--- src/common/pixel_post_defines.svh ---
`ifndef PIXEL_POST_DEFINES_SVH
`define PIXEL_POST_DEFINES_SVH

// Register indices; the Avalon byte address of each is four times its index.
`define PPC_IDX_PSEUDO        12'h0844
`define PPC_IDX_FETCH_ONE     12'h0846
`define PPC_IDX_FETCH_TWO     12'h0848
`define PPC_IDX_OVL_ONE_XS    12'h084a

// Reset values.
`define PPC_RST_PSEUDO        16'h0000
`define PPC_RST_FETCH         16'h01ff
`define PPC_RST_OVL_ONE_XS    16'h0000

// Field positions and widths.
`define PPC_MODE_MSB          2
`define PPC_THR_MSB           8
`define PPC_THR_RSVD_BIT      15
`define PPC_XS_MSB            10

// Pseudo colour selector codes.
`define PPC_CODE_OFF          3'h0
`define PPC_CODE_MATRIX       3'h1
`define PPC_CODE_FRM          3'h2
`define PPC_CODE_DIFFUSE      3'h4

// Component widths: passive panels without pseudo colour show 4 bits per component.
`define PPC_PASSIVE_OFF_WIDTH 4'h4
`define PPC_MIN_WIDTH         4'h4
`define PPC_MAX_WIDTH         4'h8

// Passive panel types.
`define PPC_PANEL_MONO        3'h0
`define PPC_PANEL_COLOUR      3'h2

`endif

--- src/common/pixel_post_pkg.sv ---
package pixel_post_pkg;

	typedef enum logic [2:0] {
		PC_OFF     = 3'h0,
		PC_MATRIX  = 3'h1,
		PC_FRM     = 3'h2,
		PC_DIFFUSE = 3'h4
	} pseudo_mode_t;

	typedef enum logic {
		BUS_IDLE,
		BUS_ACK
	} bus_state_t;

	typedef logic [7:0] comp_t;

endpackage

--- src/display_pixel_post_config.sv ---
// Summary of operation
// - Decode 3-bit selector: off, matrix dither, frame rate modulation, error diffusion.
// - Selector off truncates each component to the panel bus width (four bits on passive panels), never rounds.
// - Passive panels run one identical pseudo colour operation for codes 1, 2, 4.
// - Passive colour panel without pseudo colour is limited to 4096 colours.
// - Passive mono panel without pseudo colour is limited to 16 gray shades.
// - Request a fetch for buffer one while its pointer difference is below threshold.
// - Request a fetch for buffer two while its pointer difference is below threshold.
// - Overlay one horizontal start is stored in 2-pixel units from origin.
`timescale 1ns/1ns
`include "pixel_post_defines.svh"

module display_pixel_post_config import pixel_post_pkg::*; (
	// Clock and reset
	input  wire logic        CLK_SYS,
	input  wire logic        RST,
	// Avalon-MM register slave
	input  wire logic [13:0] ADDRESS,
	input  wire logic        READ,
	input  wire logic        WRITE,
	input  wire logic [31:0] WRITEDATA,
	input  wire logic [3:0]  BYTEENABLE,
	output logic      [31:0] READDATA,
	output logic             WAITREQUEST,
	// Panel configuration
	input  wire logic        PANEL_PASSIVE,
	input  wire logic [2:0]  PANEL_TYPE,
	input  wire logic [3:0]  PANEL_BUS_WIDTH,
	// Pixel stream in
	input  wire logic        PIXEL_VALID,
	input  wire logic        PIXEL_X_ODD,
	input  wire logic        PIXEL_Y_ODD,
	input  wire logic        FRAME_ODD,
	input  wire logic [7:0]  PIXEL_RED,
	input  wire logic [7:0]  PIXEL_GREEN,
	input  wire logic [7:0]  PIXEL_BLUE,
	// Pixel stream out
	output logic             OUT_VALID,
	output logic      [7:0]  OUT_RED,
	output logic      [7:0]  OUT_GREEN,
	output logic      [7:0]  OUT_BLUE,
	// Fetch buffers
	input  wire logic [8:0]  FETCH_ONE_RD_PTR,
	input  wire logic [8:0]  FETCH_ONE_WR_PTR,
	input  wire logic [8:0]  FETCH_TWO_RD_PTR,
	input  wire logic [8:0]  FETCH_TWO_WR_PTR,
	output logic             FETCH_ONE_REQ,
	output logic             FETCH_TWO_REQ,
	// Overlay window one
	output logic      [11:0] OVERLAY_ONE_X_START
);

	function automatic logic pc_enabled(input logic [2:0] code);
		return code == `PPC_CODE_MATRIX || code == `PPC_CODE_FRM ||
			code == `PPC_CODE_DIFFUSE;
	endfunction

	function automatic logic [7:0] low_mask(input logic [3:0] w);
		return 8'hff >> w;
	endfunction

	function automatic logic [15:0] merge16(input logic [15:0] old, input logic [31:0] wd,
		input logic [3:0] be);
		return {be[1] ? wd[15:8] : old[15:8], be[0] ? wd[7:0] : old[7:0]};
	endfunction

	function automatic logic hit(input logic [13:0] addr, input logic [11:0] idx);
		return addr == {idx, 2'b00};
	endfunction

	// Register bus.
	bus_state_t  bus_state;
	bus_state_t  next_bus_state;
	logic [15:0] pseudo_reg;
	logic [15:0] fetch_one_reg;
	logic [15:0] fetch_two_reg;
	logic [15:0] ovl_xs_reg;
	logic [15:0] next_pseudo_reg;
	logic [15:0] next_fetch_one_reg;
	logic [15:0] next_fetch_two_reg;
	logic [15:0] next_ovl_xs_reg;
	logic [31:0] next_readdata;
	logic        next_waitrequest;
	logic        accept_wr;

	always_comb begin
		accept_wr          = bus_state == BUS_ACK && WRITE;
		next_bus_state     = BUS_IDLE;
		next_waitrequest   = 1'b1;
		next_readdata      = READDATA;
		next_pseudo_reg    = pseudo_reg;
		next_fetch_one_reg = fetch_one_reg;
		next_fetch_two_reg = fetch_two_reg;
		next_ovl_xs_reg    = ovl_xs_reg;
		if (bus_state == BUS_IDLE && (READ || WRITE)) begin
			next_bus_state   = BUS_ACK;
			next_waitrequest = 1'b0;
			next_readdata    = 32'h0000_0000;
			if (hit(ADDRESS, `PPC_IDX_PSEUDO))
				next_readdata[`PPC_MODE_MSB:0] = pseudo_reg[`PPC_MODE_MSB:0];
			else if (hit(ADDRESS, `PPC_IDX_FETCH_ONE))
				next_readdata[15:0] = fetch_one_reg;
			else if (hit(ADDRESS, `PPC_IDX_FETCH_TWO))
				next_readdata[15:0] = fetch_two_reg;
			else if (hit(ADDRESS, `PPC_IDX_OVL_ONE_XS))
				next_readdata[`PPC_XS_MSB:0] = ovl_xs_reg[`PPC_XS_MSB:0];
		end
		if (accept_wr) begin
			if (hit(ADDRESS, `PPC_IDX_PSEUDO))
				next_pseudo_reg = merge16(pseudo_reg, WRITEDATA, BYTEENABLE) &
					16'h0007;
			if (hit(ADDRESS, `PPC_IDX_FETCH_ONE))
				next_fetch_one_reg = merge16(fetch_one_reg, WRITEDATA, BYTEENABLE) &
					16'h81ff;
			if (hit(ADDRESS, `PPC_IDX_FETCH_TWO))
				next_fetch_two_reg = merge16(fetch_two_reg, WRITEDATA, BYTEENABLE) &
					16'h81ff;
			if (hit(ADDRESS, `PPC_IDX_OVL_ONE_XS))
				next_ovl_xs_reg = merge16(ovl_xs_reg, WRITEDATA, BYTEENABLE) &
					16'h07ff;
		end
	end

	always_ff @(posedge CLK_SYS) begin
		if (RST) begin
			bus_state     <= BUS_IDLE;
			WAITREQUEST   <= 1'b1;
			READDATA      <= 32'h0000_0000;
			pseudo_reg    <= `PPC_RST_PSEUDO;
			fetch_one_reg <= `PPC_RST_FETCH;
			fetch_two_reg <= `PPC_RST_FETCH;
			ovl_xs_reg    <= `PPC_RST_OVL_ONE_XS;
		end else begin
			bus_state     <= next_bus_state;
			WAITREQUEST   <= next_waitrequest;
			READDATA      <= next_readdata;
			pseudo_reg    <= next_pseudo_reg;
			fetch_one_reg <= next_fetch_one_reg;
			fetch_two_reg <= next_fetch_two_reg;
			ovl_xs_reg    <= next_ovl_xs_reg;
		end
	end

	// Overlay start in pixels; the field counts pairs of pixels.
	logic [11:0] next_ovl_x;

	always_comb begin
		next_ovl_x = {ovl_xs_reg[`PPC_XS_MSB:0], 1'b0};
	end

	// Fetch requests, one compare per buffer each clock.
	logic [8:0] diff_one;
	logic [8:0] diff_two;
	logic       next_req_one;
	logic       next_req_two;

	always_comb begin
		diff_one     = FETCH_ONE_WR_PTR - FETCH_ONE_RD_PTR;
		diff_two     = FETCH_TWO_WR_PTR - FETCH_TWO_RD_PTR;
		next_req_one = diff_one < fetch_one_reg[`PPC_THR_MSB:0];
		next_req_two = diff_two < fetch_two_reg[`PPC_THR_MSB:0];
	end

	always_ff @(posedge CLK_SYS) begin
		if (RST) begin
			FETCH_ONE_REQ       <= 1'b0;
			FETCH_TWO_REQ       <= 1'b0;
			OVERLAY_ONE_X_START <= 12'h000;
		end else begin
			FETCH_ONE_REQ       <= next_req_one;
			FETCH_TWO_REQ       <= next_req_two;
			OVERLAY_ONE_X_START <= next_ovl_x;
		end
	end

	// Pseudo colour processing. Reserved codes fall back to plain truncation.
	logic [2:0] mode;
	logic       pc_on;
	logic [3:0] eff_w;
	logic [1:0] thresh;
	logic       use_diffusion;
	comp_t      pix_in [3];
	comp_t      pix_out [3];
	comp_t      err [3];

	always_comb begin
		mode          = pseudo_reg[`PPC_MODE_MSB:0];
		pc_on         = pc_enabled(mode);
		pix_in[0]     = PIXEL_RED;
		pix_in[1]     = PIXEL_GREEN;
		pix_in[2]     = PIXEL_BLUE;
		// Passive panels take the same matrix pattern whichever code enables it.
		use_diffusion = !PANEL_PASSIVE && mode == `PPC_CODE_DIFFUSE;
		if (PANEL_PASSIVE || mode == `PPC_CODE_MATRIX)
			thresh = {PIXEL_X_ODD ^ PIXEL_Y_ODD, PIXEL_Y_ODD};
		else
			thresh = {FRAME_ODD, FRAME_ODD ^ PIXEL_X_ODD};
		// Without pseudo colour a passive panel keeps four bits per component.
		if (PANEL_PASSIVE && !pc_on)
			eff_w = `PPC_PASSIVE_OFF_WIDTH;
		else if (PANEL_BUS_WIDTH < `PPC_MIN_WIDTH)
			eff_w = `PPC_MIN_WIDTH;
		else if (PANEL_BUS_WIDTH > `PPC_MAX_WIDTH)
			eff_w = `PPC_MAX_WIDTH;
		else
			eff_w = PANEL_BUS_WIDTH;
	end

	generate
		for (genvar c = 0; c < 3; c++) begin : g_comp
			logic [8:0] sum;
			comp_t      sat;
			comp_t      offset;
			comp_t      next_out;
			comp_t      next_err;

			always_comb begin
				offset   = use_diffusion ? err[c] : ({thresh, 6'h00} >> eff_w);
				sum      = {1'b0, pix_in[c]} + {1'b0, offset};
				// Saturate so white never wraps to black.
				sat      = sum[8] ? 8'hff : sum[7:0];
				next_err = err[c];
				if (pc_on) begin
					next_out = sat & ~low_mask(eff_w);
					if (PIXEL_VALID && use_diffusion)
						next_err = sat & low_mask(eff_w);
				end else begin
					next_out = pix_in[c] & ~low_mask(eff_w);
				end
			end

			always_ff @(posedge CLK_SYS) begin
				if (RST) begin
					pix_out[c] <= 8'h00;
					err[c]     <= 8'h00;
				end else begin
					pix_out[c] <= PIXEL_VALID ? next_out : pix_out[c];
					err[c]     <= next_err;
				end
			end
		end
	endgenerate

	always_ff @(posedge CLK_SYS) begin
		if (RST)
			OUT_VALID <= 1'b0;
		else
			OUT_VALID <= PIXEL_VALID;
	end

	assign OUT_RED   = pix_out[0];
	assign OUT_GREEN = pix_out[1];
	assign OUT_BLUE  = pix_out[2];
endmodule

--- config.mk ---
export PLATFORM = sky130hd
export DESIGN_NAME = display_pixel_post_config
export DESIGN_NICKNAME = d
export VERILOG_FILES = /design/src/common/pixel_post_pkg.sv /design/src/display_pixel_post_config.sv
export VERILOG_INCLUDE_DIRS = /design/src /design/src/common
export SDC_FILE = /design/constraint.sdc
export NUM_CORES = 1
export LEC_CHECK = 0
export BUFFER_PORTS_ARGS = -buffer_cell sky130_fd_sc_hd__buf_2
export CAP_MARGIN = 15
export CORE_ASPECT_RATIO = 0.5
export CORE_MARGIN = 2
export CORE_UTILIZATION = 53
export DETAILED_ROUTE_END_ITERATION = 10
export GPL_ROUTABILITY_DRIVEN = 0
export PLACE_DENSITY = 0.81
export SLEW_MARGIN = 20
export SYNTH_ARGS = -nofsm -noshare
export SYNTH_HDL_FRONTEND = slang
export SYNTH_SLANG_ARGS = --single-unit
--- constraint.sdc ---
create_clock -name CLK_SYS -period 4.56 [get_ports CLK_SYS]
set_clock_uncertainty 0.15 [all_clocks]
set_input_delay 0 -clock CLK_SYS [delete_from_list [all_inputs] [get_ports CLK_SYS]]
set_output_delay 0 -clock CLK_SYS [all_outputs]
set_load 0.02 [all_outputs]
==> flow_metrics.py, run 1 <==
metrics = {
    "sta": {
        "grt_setup_unrepaired": "no",
        "tightest_slew_ns": 1.10,
        "setup_slack_ns": 0.165,
        "setup_viol": 0,
        "drv_slew": 0,
        "tns_ns": 0,
        "fin_crit_ns": 4.40,
        "max_slew_margin_pct": 27.0,
        "hold_viol": 0,
        "fmaxAchievable_mhz": 228,
        "period_share_pct": 96.4,
    },
    "setup_path": {
        "slowest_stage": "dlygate4sd3_1",
        "crit_path_start_kind": "flop",
        "setup.worst_path.start": "pseudo_reg[2]",
        "cp_cell_sequence": "or3b_1, o211ai_1, a21oi_1, o21ai_1, nand3_1, ha_1, fa_1, a211oi_1, o21ai_0, a31o_2, o31a_1, dlygate4sd3_1",
        "r2r-start": "pseudo_reg[2]",
        "slowest_delay_ns": 0.56,
        "endpoint_kind": "flop",
        "crit_arrival_ns": 4.48,
        "worst_ep_required_time_ns": 4.65,
        "critPathMaxFanout": 10,
        "critPathKind": "flop to flop",
    },
    "synth": {
        "synthCells": 838,
        "syn-cell-area_um2": 7040,
        "ys_async_sr_fraction_pct": 0,
        "avgSynthCellArea_um2": 8.40,
        "synthFlopType": "dfxtp_1",
        "ys_types": 72,
        "synth-seq-area-share_pct": 31.3,
        "ys_seq_elements": 110,
        "yosys_warnings": 0,
        "synth_edf_count": 0,
    },
    "global_routing": {
        "track_usage_pct": 26.5,
        "grt_overflow": 0,
        "grt_pass1_wl_um": 31000,
        "grt_pass1_vias": 6561,
        "grt_start_max_net_pins": 51,
        "antenna_found_initial": 0,
    },
    "finish": {
        "drive_above_1_share_pct": 19.9,
        "utilization_pct": 67.7,
        "area_growth_pct": 23.1,
        "nNetsFinal": 1209,
        "largestRegisters": "err x24, pix_out x24, READDATA x12",
        "n_antenna_cell": 0,
        "final_cell_mix": "buf_2, dfxtp_1, o21ai_0",
        "fin_area_um2": 8670,
        "fillers": 1036,
        "final_common_cell": "buf_2",
    },
    "detailed_routing": {
        "first_iter_violations": 450,
        "routed_wl_um": 19300,
        "dr.pass1.iters": 8,
        "viasPerCell": 5.78,
        "ant_nets": 0,
        "wl_per_cell_um": 16.1,
        "vias": 6913,
        "drc_errors": 0,
    },
    "cts": {
        "htreeDepth": 3,
        "clockBufferDepth": 2,
        "clk_transition_reported_paths_ns": 0.09,
        "worstSkewPairLatency_ns": 0.36,
        "cts_tree": "done",
        "cts_buffers": 9,
        "cts_sinks": 110,
        "root_buffer": "clkbuf_16",
    },
    "placement": {
        "io_buffer_count": 151,
        "hpwl_um": 13700,
        "dp_slack_ns": 0.518,
        "placedInstanceArea_um2": 7800,
    },
    "floorplanning": {
        "fp.dieH_um": 85.5,
        "dieArea_um2": 14300,
        "rows": 29,
        "start_util_pct": 54.9,
        "ios": 198,
        "core-area_um2": 12800,
        "die_w_um": 167,
    },
    "run": {
        "max_cap_violations": 0,
    },
    "worst_hold_path": {
        "hold_start": "ADDRESS[2]",
        "min_path_type": "primary input to flop",
    },
    "outcome": {
        "status": "finished clean",
    },
    "power": {
        "power_leakage_nw": 3.95,
        "pwr_density_cell_nw_per_um2": 262,
        "power_w": 0.00227,
        "ir_worst_vdd_mv": 0.218,
    },
}
-- Yosys cell counts (7+ instances only) --
| cell type | n | area (um2) |
|---|---|---|
| clkbuf_1 | 23 | 86.3 |
| a21oi_1 | 47 | 235 |
| a211o_1 | 9 | 78.8 |
| nand3_1 | 17 | 85.1 |
| ha_1 | 56 | 701 |
| inv_1 | 50 | 188 |
| a211oi_1 | 15 | 113 |
| nor4_1 | 13 | 81.3 |
| mux2i_1 | 12 | 120 |
| nand2b_1 | 7 | 43.8 |
| buf_4 | 22 | 165 |
| nor2b_1 | 20 | 125 |
| a22oi_1 | 7 | 52.6 |
| o21ai_0 | 83 | 415 |
| nor3_1 | 15 | 75.1 |
| nand2_1 | 65 | 244 |
| xor2_1 | 8 | 70.1 |
| xnor2_1 | 22 | 193 |
| o21a_1 | 10 | 75.1 |
| nor2_1 | 60 | 225 |
| a32oi_1 | 10 | 87.6 |
| a21o_1 | 15 | 113 |
| and2_1 | 24 | 150 |
| dfxtp_1 | 110 | 2200 |
| o211ai_1 | 13 | 97.6 |
| a22o_1 | 8 | 70.1 |
-- final timing paths --
path	to	slack [ns]	depth (start not counted)
worst max-delay path	pix_out[0][5]	0.16	12
worst max register to register	pix_out[0][5]	0.16	12
worst min register to register	err[1][1]	0.29	2
worst min-delay path	fetch_one_reg[6]	0.04	5
-- timing repair --
item / CTS / global route
endpoints found under the hold margin: 72 / 0
setup buffers: 0 / 2
hold buffers: 50 / 0
gates resized for setup: 0 / 6
setup endpoints to repair: 0 / 2
-- cells by family after synthesis --
kind of cell / count (synthesis) / synth area share [%]
AOI/OAI and AO/OA: 259 / 24.0
adders and majority gates: 61 / 11.4
other: 1 / 0.0533
buffers and inverters: 102 / 6.99
xor gates and xnor gates: 30 / 3.73
DFF: 110 / 31.3
and+or+nand+nor: 262 / 20.7
muxes: 13 / 1.87
-- where the power goes --
part | internal (W) | switching, W
combinational | 0.000204 | 0.000266
clock | 0.000398 | 0.000418
sequential | 0.000973 | 0.00000714
-- layout make-up --
type,count,area [um2],area share [%]
Inverter,50,188,2.17
Tap cell,170,213,2.45
Sequential cell,110,2200,25.4
Clock buffer,9,225,2.60
Clock inverter,7,100,1.16
Timing Repair Buffer,205,1290,14.8
Multi-Input combinational cell,646,4450,51.4
-- metrics by stage --
| stage | hold slack (ns) | instances |
|---|---|---|
| 3_3_place_gp | 0.0865 | 1129 |
| 5_1_grt | 0.0728 | 1197 |
| 3_5_place_dp | 0.0939 | 1129 |
| 2_1_floorplan | -0.0322 | 858 |
| 4_1_cts | 0.0282 | 1195 |
| 6_report | 0.0413 | 1197 |
-- metal layers --
layer	track usage (%)	share of wire, %	up-vias
met2	46.8	49	294
met3	5.22	7.0	42
met1	32.9	42	3221
met5	0	0	-
met4	8.62	2.0	0
li1	-	-	3356
-- worst max-delay path: cells and delay by family (launching register included) --
kind            cells  cell delay [ns]
buf+inv             1             0.56
compound gates      7             1.81
simple gates        2             0.62
flops               1             0.43
fa+ha+maj           2             0.69
No activity file was read; power rests on OpenSTA's default activity.
==> inputs of run 2 (changes only) <==
==> constraint.sdc (replaced) <==
create_clock -name CLK_SYS -period 4.56 [get_ports CLK_SYS]
set_clock_uncertainty 0.15 [all_clocks]
set_input_delay 0.228 -clock CLK_SYS [delete_from_list [all_inputs] [get_ports CLK_SYS]]
set_output_delay 0.228 -clock CLK_SYS [all_outputs]
set_load 0.02 [all_outputs]
==> run 2 against run 1 <==
Critical path type unchanged. Highest routed layer unchanged. Sequential share of layout area is 0.90 points higher. Power fell by 1.1%. Maximum frequency rose by 3.4%. Worst hold slack worse by 0.0085 ns. Combinational power decreased by 4.5%. Via count decreased by 3.0%.
==> flow_metrics.py, run 2 (synthesis results as in run 1) <==
metrics = {
    "outcome": {
        "status": "finished clean",
    },
    "detailed_routing": {
        "vias": 6703,
        "routed_wl_um": 18400,
        "drc_errors": 0,
        "dr.pass1.iters": 5,
        "viasPerCell": 5.73,
        "wl_per_cell_um": 15.8,
        "ant_nets": 0,
        "first_iter_violations": 442,
    },
    "run": {
        "max_cap_violations": 0,
    },
    "cts": {
        "clockBufferDepth": 2,
        "worstSkewPairLatency_ns": 0.36,
        "holdBufCountCts": 24,
        "clk_transition_reported_paths_ns": 0.08,
        "cts_buffers": 9,
        "cts_sinks": 110,
        "post_cts_resized": 0,
        "post-cts-setup-buffers": 0,
        "htreeDepth": 3,
        "root_buffer": "clkbuf_16",
        "cts_tree": "done",
    },
    "sta": {
        "period_share_pct": 93.2,
        "grt_setup_unrepaired": "no",
        "max_slew_margin_pct": 28.9,
        "fin_crit_ns": 4.25,
        "hold_viol": 0,
        "tightest_slew_ns": 1.07,
        "drv_slew": 0,
        "setup_viol": 0,
        "tns_ns": 0,
        "fmaxAchievable_mhz": 235,
    },
    "global_routing": {
        "grt_overflow": 0,
        "track_usage_pct": 25.6,
        "grt_start_max_net_pins": 43,
        "antenna_found_initial": 0,
        "grt_pass1_vias": 6445,
        "grt_pass1_wl_um": 30100,
    },
    "floorplanning": {
        "rows": 29,
        "fp.dieH_um": 85.5,
        "die_w_um": 167,
        "ios": 198,
        "start_util_pct": 54.9,
        "dieArea_um2": 14300,
        "core-area_um2": 12800,
    },
    "finish": {
        "final_cell_mix": "buf_2, dfxtp_1, o21ai_0",
        "fillers": 1106,
        "drive_above_1_share_pct": 19.7,
        "utilization_pct": 65.3,
        "largestRegisters": "err x24, pix_out x24, READDATA x12",
        "area_growth_pct": 18.9,
        "final_common_cell": "buf_2",
        "nNetsFinal": 1181,
        "n_antenna_cell": 0,
    },
    "worst_hold_path": {
        "holdPathEnd": "err[2][1]",
        "min_path_type": "primary input to flop",
        "whs_path_depth": 2,
        "hold_start": "RST",
    },
    "setup_path": {
        "setup.worst_path.start": "pseudo_reg[2]",
        "crit_path_start_kind": "flop",
        "worst-r2r-setup-slack_ns": 0.31,
        "worst_ep_required_time_ns": 4.64,
        "crit_arrival_ns": 4.33,
        "crit-reg2reg-capture": "pix_out[2][6]",
        "r2r-start": "pseudo_reg[2]",
        "critPathKind": "flop to flop",
        "critPathMaxFanout": 10,
        "r2r_cells": 12,
        "endpoint_kind": "flop",
    },
    "placement": {
        "io_buffer_count": 151,
        "hpwl_um": 13700,
    },
    "power": {
        "ir_worst_vdd_mv": 0.202,
        "pwr_density_cell_nw_per_um2": 268,
        "power_leakage_nw": 3.81,
    },
}
## run 2: per-layer routing
metal	track usage, %	vias up	part of all wire [%]
li1	-	3297	-
met5	0	-	0
met2	46.5	253	49
met4	7.68	0	1.7
met1	31.4	3125	42
met3	4.52	28	6.8
## run 2: final cells by class
cell class	count	area [um2]	share of cell area, %
clock inverters	7	95.1	1.14
flip-flops and latches	110	2200	26.3
multi-input cells	646	4430	53.0
repair buffers	177	1010	12.1
inverters	50	188	2.24
well taps	170	213	2.54
clock buffers	9	225	2.69
## run 2: metrics by stage
step / power [W] / std cells / hold slack [ns] / worst slack, ns / instance area [um2]
after detailed placement: 0.00143 / 1129 / 0.282 / 0.464 / 7800
after CTS: 0.00225 / 1169 / 0.0319 / 0.368 / 8370
final: 0.00224 / 1169 / 0.0328 / 0.311 / 8370
after global placement: 0.00142 / 1129 / 0.276 / 0.575 / 7800
after floorplan: 0.00131 / 858 / 0.196 / 0.905 / 7110
after global routing: 0.00234 / 1169 / 0.0466 / 0.0564 / 8370
## run 2: critical path, stage by stage, from the launching register on
cell and delay [ns]:
dfxtp_1 0.51, or3b_1 0.48, o211ai_1 0.28, a21oi_1 0.14, o21ai_0 0.48, nand3_1 0.16, ha_1 0.27, fa_1 0.45
a211oi_1 0.26, nor2_1 0.12, a221o_1 0.49, nor4_1 0.23, o21ai_0 0.11
## run 2: worst max-delay path by stage
stage               endpoint  cells past startpoint
6_report       pix_out[2][6]                     12
5_1_grt        pix_out[2][6]                     12
4_1_cts        pix_out[2][6]                     12
3_5_place_dp   pix_out[2][6]                     12
3_3_place_gp   pix_out[2][7]                     12
2_1_floorplan  pix_out[1][6]                     15
## run 2: power breakdown
part | total [W] | switching [W] | internal (W)
Clock | 0.000812 | 0.000414 | 0.000398
Sequential | 0.000980 | 0.00000721 | 0.000973
Combinational | 0.000450 | 0.000261 | 0.000189
